## config.mk

```make
export PLATFORM = sky130hd
export DESIGN_NAME = timer_pair
export DESIGN_NICKNAME = d
export VERILOG_FILES = /design/src/shared/timer_pair_pkg.sv /design/src/compare_store.sv /design/src/timer_pair.sv
export VERILOG_INCLUDE_DIRS = /design/src /design/src/shared
export SDC_FILE = /design/constraint.sdc
export NUM_CORES = 1
export LEC_CHECK = 0
export BUFFER_PORTS_ARGS = -buffer_cell sky130_fd_sc_hd__buf_2
export CAP_MARGIN = 20
export CORE_UTILIZATION = 63
export CTS_BUF_LIST = sky130_fd_sc_hd__clkbuf_8
export DETAILED_ROUTE_END_ITERATION = 7
export PLACE_DENSITY = 0.93
export SYNTH_ARGS = -nofsm -noshare
export SYNTH_HDL_FRONTEND = slang
export SYNTH_HIERARCHICAL = 1
export SYNTH_SLANG_ARGS = --single-unit
```

## constraint.sdc

```tcl
create_clock -name sys_clk -period 3.1 [get_ports sys_clk]
set_clock_uncertainty 0.2 [all_clocks]
set_input_delay 0.155 -clock sys_clk [delete_from_list [all_inputs] [get_ports sys_clk]]
set_output_delay 0.155 -clock sys_clk [all_outputs]
set_load 0.1 [all_outputs]
```

## src/shared/timer_pair_defs.svh

```systemverilog
`ifndef TIMER_PAIR_DEFS_SVH
`define TIMER_PAIR_DEFS_SVH

// =====================================================================
// register addresses on the access port
`define ADDR_CMP1 4'h0
`define ADDR_CMP2 4'h1
`define ADDR_CNT1 4'h2
`define ADDR_CNT2 4'h3
`define ADDR_CLKSEL 4'h4
`define ADDR_MODE 4'h5
`define ADDR_OUTCTL 4'h6

// =====================================================================
// timer_mode_control fields
`define MODE_RUN1 0
`define MODE_RUN2 1
`define MODE_CASCADE 2
`define MODE_HALVE 3

// =====================================================================
// timer_output_control fields
`define OUTCTL_EN1 0
`define OUTCTL_EN2 1

// =====================================================================
// count_clock_select nibble codes
`define SEL_EVT_FALL 4'h0
`define SEL_EVT_RISE 4'h1
`define SEL_DIV_FIRST 4'h6
`define SEL_DIV_LAST 4'hE
`define SEL_DIV_MAX 4'hF
`define SEL_EXP_OFFSET 4'h5
`define SEL_EXP_MAX 4'hB

// =====================================================================
// reset values
`define CLKSEL_RST 8'h00
`define MODE_RST 8'h00
`define OUTCTL_RST 8'h00
`define COUNT_RST 8'h00

`endif

```

## src/shared/timer_pair_pkg.sv

```systemverilog
package timer_pair_pkg;

    typedef logic [7:0] byte_t;
    typedef logic [15:0] word_t;
    typedef logic [11:0] pre_t;

    typedef enum logic [2:0] {
        SRC_OFF = 3'b001,
        SRC_EVENT = 3'b010,
        SRC_PRESCALE = 3'b100
    } clk_src_e;

endpackage : timer_pair_pkg

```

## src/compare_store.sv

```systemverilog
`timescale 1ns/1ps

module compare_store
    import timer_pair_pkg::*;
(
    // clock
    input wire logic sys_clk,
    // byte write port
    input wire logic wr_en,
    input wire logic wr_sel,
    input wire byte_t wr_data,
    // stored values
    output byte_t value_ch1,
    output byte_t value_ch2
);

    typedef struct packed {
        byte_t v1;
        byte_t v2;
    } store_s;

    store_s s;
    store_s next_s;

    // =================================================================
    // storage, full byte range, no reset
    always_comb begin
        next_s = s;
        if (wr_en && !wr_sel) begin
            next_s.v1 = wr_data;
        end
        if (wr_en && wr_sel) begin
            next_s.v2 = wr_data;
        end
    end

    // contents stay undefined until written
    always_ff @(posedge sys_clk) begin
        s <= next_s;
    end

    assign value_ch1 = s.v1;
    assign value_ch2 = s.v2;

    a_store_write: assert property (
        @(posedge sys_clk) (wr_en && !wr_sel)
            |=> (value_ch1 == $past(wr_data))
    ) else $error("compare byte not stored");

endmodule : compare_store

```

## src/timer_pair.sv

```systemverilog
`timescale 1ns/1ps
`include "timer_pair_defs.svh"

module timer_pair
    import timer_pair_pkg::*;
(
    // clock and reset
    input wire logic sys_clk,
    input wire logic rst_n,
    // register access port
    input wire logic [3:0] acc_addr,
    input wire word_t acc_wdata,
    input wire logic acc_write,
    input wire logic acc_read,
    input wire logic acc_word,
    output word_t rd_data,
    output logic rd_valid,
    // external event inputs
    input wire logic event_in_ch1,
    input wire logic event_in_ch2,
    // interrupts and timer outputs
    output logic match_irq_ch1,
    output logic match_irq_ch2,
    output logic timer_out_ch1,
    output logic timer_out_ch2
);

    typedef struct packed {
        byte_t clk_sel;
        byte_t mode;
        byte_t out_ctl;
        pre_t pre;
        logic ev1_prev;
        logic ev2_prev;
        logic tick1;
        logic tick2;
        byte_t cnt1;
        byte_t cnt2;
        logic irq1;
        logic irq2;
        logic out1;
        logic out2;
        word_t rd;
        logic rd_ok;
    } timer_s;

    timer_s s;
    timer_s next_s;
    logic rst_meta;
    logic rst_sync;
    byte_t cmp1;
    byte_t cmp2;
    logic cmp_wr;
    logic cascade;
    logic run1;
    logic run2;
    word_t pair;
    word_t pair_cmp;
    word_t step1;
    word_t step2;
    word_t step16;

    // =================================================================
    // reset release
    always_ff @(posedge sys_clk or negedge rst_n) begin
        if (!rst_n) begin
            rst_meta <= 1'b0;
            rst_sync <= 1'b0;
        end else begin
            rst_meta <= 1'b1;
            rst_sync <= rst_meta;
        end
    end

    // =================================================================
    // helpers
    function automatic clk_src_e src_of(input logic [3:0] sel);
        if (sel == `SEL_EVT_FALL || sel == `SEL_EVT_RISE) begin
            return SRC_EVENT;
        end
        if (sel >= `SEL_DIV_FIRST) begin
            return SRC_PRESCALE;
        end
        return SRC_OFF;
    endfunction : src_of

    // one count clock from prescaler or input edge
    function automatic logic tick_of(input logic [3:0] sel,
                                     input pre_t pre, input logic ev,
                                     input logic ev_prev,
                                     input logic halve);
        logic [3:0] e;
        pre_t mask;
        e = (sel == `SEL_DIV_MAX) ? `SEL_EXP_MAX : sel - `SEL_EXP_OFFSET;
        e = halve ? e : e + 4'h1;
        mask = ~(12'hFFF << e);
        case (src_of(sel))
            SRC_EVENT: begin
                if (sel == `SEL_EVT_RISE) begin
                    return ev && !ev_prev;
                end
                return !ev && ev_prev;
            end
            SRC_PRESCALE: return (pre & mask) == mask;
            default: return 1'b0;
        endcase
    endfunction : tick_of

    // clear on equality, else advance and wrap
    function automatic word_t step(input word_t cnt, input word_t cmp);
        return (cnt == cmp) ? 16'h0000 : cnt + 16'h0001;
    endfunction : step

    // =================================================================
    // compare registers
    assign cmp_wr = acc_write && !acc_word
        && (acc_addr == `ADDR_CMP1 || acc_addr == `ADDR_CMP2);

    compare_store u_cmp (
        .sys_clk(sys_clk),
        .wr_en(cmp_wr),
        .wr_sel(acc_addr == `ADDR_CMP2),
        .wr_data(acc_wdata[7:0]),
        .value_ch1(cmp1),
        .value_ch2(cmp2)
    );

    assign cascade = s.mode[`MODE_CASCADE];
    assign run1 = s.mode[`MODE_RUN1];
    assign run2 = s.mode[`MODE_RUN2];
    assign pair = {s.cnt2, s.cnt1};
    assign pair_cmp = {cmp2, cmp1};
    assign step1 = step({8'h00, s.cnt1}, {8'h00, cmp1});
    assign step2 = step({8'h00, s.cnt2}, {8'h00, cmp2});
    assign step16 = step(pair, pair_cmp);

    // =================================================================
    // counting, outputs and register access
    always_comb begin
        next_s = s;
        next_s.pre = s.pre + 12'h001;
        next_s.ev1_prev = event_in_ch1;
        next_s.ev2_prev = event_in_ch2;
        next_s.tick1 = tick_of(s.clk_sel[3:0], s.pre, event_in_ch1,
                               s.ev1_prev, s.mode[`MODE_HALVE]);
        next_s.tick2 = tick_of(s.clk_sel[7:4], s.pre, event_in_ch2,
                               s.ev2_prev, s.mode[`MODE_HALVE]);
        next_s.irq1 = 1'b0;
        next_s.irq2 = 1'b0;
        next_s.rd_ok = 1'b0;
        if (cascade) begin
            // stopped counters read zero, so a start restarts
            if (!(run1 && run2)) begin
                next_s.cnt1 = `COUNT_RST;
                next_s.cnt2 = `COUNT_RST;
            end else if (s.tick1) begin
                next_s.cnt1 = step16[7:0];
                next_s.cnt2 = step16[15:8];
                next_s.irq1 = (step16 == pair_cmp);
            end
        end else begin
            if (!run1) begin
                next_s.cnt1 = `COUNT_RST;
            end else if (s.tick1) begin
                next_s.cnt1 = step1[7:0];
                next_s.irq1 = (step1[7:0] == cmp1);
            end
            if (!run2) begin
                next_s.cnt2 = `COUNT_RST;
            end else if (s.tick2) begin
                next_s.cnt2 = step2[7:0];
                next_s.irq2 = (step2[7:0] == cmp2);
            end
        end
        next_s.out1 = s.out_ctl[`OUTCTL_EN1] && (s.out1 ^ next_s.irq1);
        next_s.out2 = s.out_ctl[`OUTCTL_EN2] && (s.out2 ^ next_s.irq2);
        // control writes are byte wide only
        if (acc_write && !acc_word) begin
            case (acc_addr)
                `ADDR_CLKSEL: next_s.clk_sel = acc_wdata[7:0];
                `ADDR_MODE: next_s.mode = acc_wdata[7:0];
                `ADDR_OUTCTL: next_s.out_ctl = acc_wdata[7:0];
                default: next_s.mode = s.mode;
            endcase
        end
        if (acc_read) begin
            next_s.rd_ok = 1'b1;
            case (acc_addr)
                `ADDR_CMP1: next_s.rd = {8'h00, cmp1};
                `ADDR_CMP2: next_s.rd = {8'h00, cmp2};
                `ADDR_CNT1: next_s.rd = acc_word ? pair
                                                 : {8'h00, s.cnt1};
                `ADDR_CNT2: next_s.rd = {8'h00, s.cnt2};
                `ADDR_CLKSEL: next_s.rd = {8'h00, s.clk_sel};
                `ADDR_MODE: next_s.rd = {8'h00, s.mode};
                `ADDR_OUTCTL: next_s.rd = {8'h00, s.out_ctl};
                default: next_s.rd = 16'h0000;
            endcase
        end
    end

    always_ff @(posedge sys_clk or negedge rst_sync) begin
        if (!rst_sync) begin
            s <= '0;
        end else begin
            s <= next_s;
        end
    end

    assign rd_data = s.rd;
    assign rd_valid = s.rd_ok;
    assign match_irq_ch1 = s.irq1;
    assign match_irq_ch2 = s.irq2;
    assign timer_out_ch1 = s.out1;
    assign timer_out_ch2 = s.out2;

    // =================================================================
    // checks
    a_irq_on_match: assert property (
        @(posedge sys_clk) disable iff (!rst_sync)
        (match_irq_ch1 && !cascade) |-> (s.cnt1 == cmp1)
    ) else $error("irq without 8-bit match");

    a_word_write_cmp: assert property (
        @(posedge sys_clk) disable iff (!rst_sync)
        (acc_write && acc_word) |=> $stable(cmp1) && $stable(cmp2)
    ) else $error("word write changed a compare");

    a_cascade_match: assert property (
        @(posedge sys_clk) disable iff (!rst_sync)
        (match_irq_ch1 && cascade) |-> (pair == pair_cmp)
    ) else $error("cascaded irq without 16-bit match");

    a_count_wraps: assert property (
        @(posedge sys_clk) disable iff (!rst_sync)
        (!cascade && run1 && s.tick1 && s.cnt1 == 8'hFF
            && cmp1 != 8'hFF) |=> (s.cnt1 == 8'h00)
    ) else $error("counter did not wrap");

    a_byte_read: assert property (
        @(posedge sys_clk) disable iff (!rst_sync)
        (acc_read && !acc_word && acc_addr == `ADDR_CNT2)
            |=> rd_valid && rd_data == {8'h00, $past(s.cnt2)}
    ) else $error("byte count read wrong");

    a_word_read: assert property (
        @(posedge sys_clk) disable iff (!rst_sync)
        (acc_read && acc_word && acc_addr == `ADDR_CNT1)
            |=> rd_valid && rd_data == $past(pair)
    ) else $error("word count read wrong");

    a_reset_clear: assert property (
        @(posedge sys_clk) disable iff (!rst_n)
        $rose(rst_sync) |-> (s.cnt1 == 8'h00 && s.cnt2 == 8'h00)
    ) else $error("counters not clear after reset");

    a_fast_prescale: assert property (
        @(posedge sys_clk) disable iff (!rst_sync)
        (s.tick1 && !acc_write && s.mode[`MODE_HALVE]
            && s.clk_sel[3:0] == `SEL_DIV_FIRST) |=> !s.tick1 ##1 s.tick1
    ) else $error("halved count clock not every two");

    a_event_rise: assert property (
        @(posedge sys_clk) disable iff (!rst_sync)
        (s.clk_sel[7:4] == `SEL_EVT_RISE && event_in_ch2 && !s.ev2_prev)
            |=> s.tick2
    ) else $error("rising event not counted");

    a_cascade_carry: assert property (
        @(posedge sys_clk) disable iff (!rst_sync)
        (cascade && run1 && run2 && s.tick1 && s.cnt1 == 8'hFF
            && pair != pair_cmp)
            |=> s.cnt1 == 8'h00 && s.cnt2 == $past(s.cnt2) + 8'h01
    ) else $error("low byte did not carry");

    a_match_clear: assert property (
        @(posedge sys_clk) disable iff (!rst_sync)
        (!cascade && s.tick1 && s.cnt1 == cmp1) |=> (s.cnt1 == 8'h00)
    ) else $error("counter not cleared after match");

endmodule : timer_pair

```

==> metrics.log <==
[metrics] wire length per cell after detailed routing: 20.7 um
[metrics] status: completed
[metrics] global-route wire length before repair: about 28000 um
[metrics] Detail Route Antenna Nets: 0
[metrics] CTS tree: built
[metrics] buffers inserted during post-CTS setup optimization: 0
[metrics] crit-path max cell delay: around 460 ps
[metrics] clock latency on the worst-skew pair: 400 ps
[metrics] combined global-route utilization of all metal layers: 0.340
[metrics] number of I/O pins: 48
[metrics] clock input transition at the sequential cells of the worst setup and hold paths: 100 ps
[metrics] worst ir drop on vdd: 0.423 mV
[metrics] die span in x: around 100 um
[metrics] type of the worst min-delay path: input pin to register
[metrics] average cell area after synthesis: 9.52 um^2
[metrics] final global-route overflow total: 0
[metrics] die area: 10700 um^2
[metrics] number of global-route vias before repair: 5486
[metrics] cell type with the highest aggregate area in the netlist: dfrtp_1
[metrics] initial cell density of the core: 0.656
[metrics] number of buffers and inverters on the critical path: 0
[metrics] reg-to-reg setup timing slack: 150 ps
[metrics] routed via count divided by cell count: 6.59
[metrics] sort of element at the end of the critical path: register
[metrics] number of flops mapped to enable cells by yosys: 16
[metrics] Num CTS Buffers: 9
[metrics] count of final max-slew check failures: 0
[metrics] Post-Route Utilization: 0.720
[metrics] most frequent cells in the layout: dfrtp_1 (75), o21ai_0 (57), nand2_1 (56)
[metrics] Setup crit start kind: register
[metrics] Final Hold Vio Count: 0
[metrics] CORE AREA: 9910 um^2
[metrics] setup repair after global routing missed its margin: false
[metrics] weighted congestion reported at the end of routability-driven placement: 0.969
[metrics] share of the clock period used by the worst path: 0.952
[metrics] shortest period the worst path allows: a little under 3000 ps
[metrics] net count reported at finish: 763
[metrics] layout-stage area growth over the synthesis result: 9.72%
[metrics] number of antenna violations at the first check in global routing: 0
[metrics] DRC viols: 0
[metrics] diode insertion count for antenna repair: 0
[metrics] estimated wirelength of the detail-placed design: 12800 um
[metrics] critical path type: register to register
[metrics] pin count of the biggest net entering global routing: 78
[metrics] total vias in the final route: 5672
[metrics] largest cells by area after synthesis: dfrtp_1 (30%), edfxtp_1 (7.4%), xnor2_1 (5.1%)
[metrics] portion of synthesized cell area occupied by the leading cell type: 0.304
[metrics] part of the Yosys area used for sequential elements: 0.378
[metrics] vertical extent of the die: 104 um
[metrics] fraction of layout instances using a drive strength above 1: 0.210
[metrics] # clock sinks: 95
[metrics] netlist area before placement: 6500 um^2
[metrics] Syn Nets: 723
[metrics] max frequency: 339 MHz
[metrics] synthesized netlist cell count: 683
[metrics] leading cell type in the layout, fill and taps excluded: dfrtp_1
[metrics] summed negative setup slack over all endpoints: 0 ps
[metrics] Largest delay share family, worst path: compound AO/OA/AOI/OAI gates
[metrics] input/output buffers: 39
[metrics] fill cell count: slightly above 700
[metrics] critical path peak fanout: 6
[metrics] number of synthesized register bits: 95
[metrics] Max stage delay cell, worst path: dfrtp_1
[metrics] primary flip-flop cell chosen by synthesis mapping: dfrtp_1
[metrics] Leak Pwr: 0.00302 uW
[metrics] DR iter-0 viols: 565
[metrics] Core Rows: 36
[metrics] MaxCap Viol Count: 0
[metrics] H-tree levels: 3
[metrics] unique cell type count in the Yosys netlist: 86
[metrics] buffers from clock root to sink, at most: 2
[metrics] slew at the pin with the worst max-slew slack: about 700 ps
[metrics] Pre-Repair DR Iteration Count: 5
[metrics] Max-Slew Margin vs Limit: 0.530
[metrics] Clk Tree Root Cell: clkbuf_8
[metrics] power per cell area: 471 nW/um^2
[metrics] Worst Path Arrival: around 3100 ps
[metrics] share of async-settable or async-resettable flops after synthesis: 0.832
[metrics] CP Data Required Time: 3230 ps
[metrics] crit-path cells: ha_1 > nand3_2 > o31a_1 > or2_1 > a211oi_1 > a211oi_1 > a211o_1 > o31ai_4 > mux2i_1
[metrics] Total Wirelength: 17900 um
[metrics] CP most frequent cell: a211oi_1
[metrics] final setup violation count: 0
[metrics] Yosys warning total: 6
==> synthesized netlist by cell type (6+ instances only) <==
cell / number
dfrtp_1: 79
o21ai_0: 57
nand2_1: 56
nor2_1: 41
xnor2_1: 38
inv_1: 31
mux2_2: 24
a21oi_1: 22
buf_4: 19
clkbuf_1: 19
o22ai_1: 19
nand3_1: 18
edfxtp_1: 16
xor2_1: 14
ha_1: 13
mux2i_1: 13
nor3_1: 11
buf_2: 10
a22oi_1: 9
a211oi_1: 8
a31oi_1: 8
nor2b_1: 8
mux4_2: 7
nand2b_1: 7
nand4_1: 7
or3_1: 6
==> logic make-up (layout without fill, tap and decap cells) <==
group / count (synthesis) / after routing / synth area share
AND/OR/NAND/NOR: 205 / 205 / 0.178
AO/OA/AOI/OAI: 177 / 177 / 0.180
flip-flops: 95 / 95 / 0.378
buffers and inverters: 93 / 138 / 0.0733
XOR/XNOR: 55 / 55 / 0.0797
multiplexers: 44 / 44 / 0.0858
adder cells (fa/ha/maj): 13 / 13 / 0.0250
other: 1 / 1 / 0.000577
==> flip-flops by register name (all words and copies together), names as in the netlist, 8 cells and up <==
register,count
s,37
pair,16
rd_data,16
u_cmp/value_ch1,8
u_cmp/value_ch2,8
==> timing repair <==
item                                    4_1_cts  5_1_grt
gates resized for setup                       0        5
endpoints found under the setup margin        0        5
endpoints found under the hold margin        52        0
hold buffers                                 14        0
==> layout make-up <==
type,instances,area [um^2],share of cell area
well taps,133,166,0.0233
clock inverters,7,57.6,0.00807
repair buffers,90,626,0.0877
flip-flops and latches,95,2460,0.345
multi-input cells,495,3580,0.501
inverters,32,120,0.0168
clock buffers,9,124,0.0174
==> where the power goes <==
part | internal (uW) | total, uW | switching (uW)
combinational | 429 | 1040 | 613
clock | 302 | 791 | 489
sequential | 1370 | 1530 | 162
==> worst paths after layout <==
check	to	start	cells past startpoint
worst min-delay path	rd_data[8]	acc_word	6
worst max-delay path	timer_out_ch1	pair[1]	9
worst max register to register	timer_out_ch1	pair[1]	9
min in group asynchronous	s[60]	rst_sync	0
worst min register to register	s[60]	rst_sync	0
max in group asynchronous	pair[4]	rst_sync	1
==> worst reg2reg max path, cell delays in order, from the launching register on <==
cell,delay [ps]
dfrtp_1,460
ha_1,350
nand3_2,270
o31a_1,360
or2_1,250
a211oi_1,240
a211oi_1,80
a211o_1,260
o31ai_4,220
mux2i_1,210
==> metal layers <==
| metal | wire length, um | vias to the layer above | global-route usage |
|---|---|---|---|
| met5 | 0 | - | 0 |
| met3 | 1370 | 74 | 0.0642 |
| li1 | - | 2540 | - |
| met1 | 6920 | 2719 | 0.421 |
| met4 | 820 | 0 | 0.179 |
| met2 | 8750 | 339 | 0.565 |
==> stage by stage <==
step	hold WS (ps)	instance area, um^2	std cells	total power (uW)	setup WS (ps)
floorplan	-341	6500	683	2240	219
global placement	-260	6780	830	2450	210
detailed placement	-258	6780	830	2520	163
CTS	71.1	7100	860	3310	124
global route	103	7130	861	3510	9.53
finish	82.4	7130	861	3360	148
Note: power is estimated with default switching activity, not from simulation.
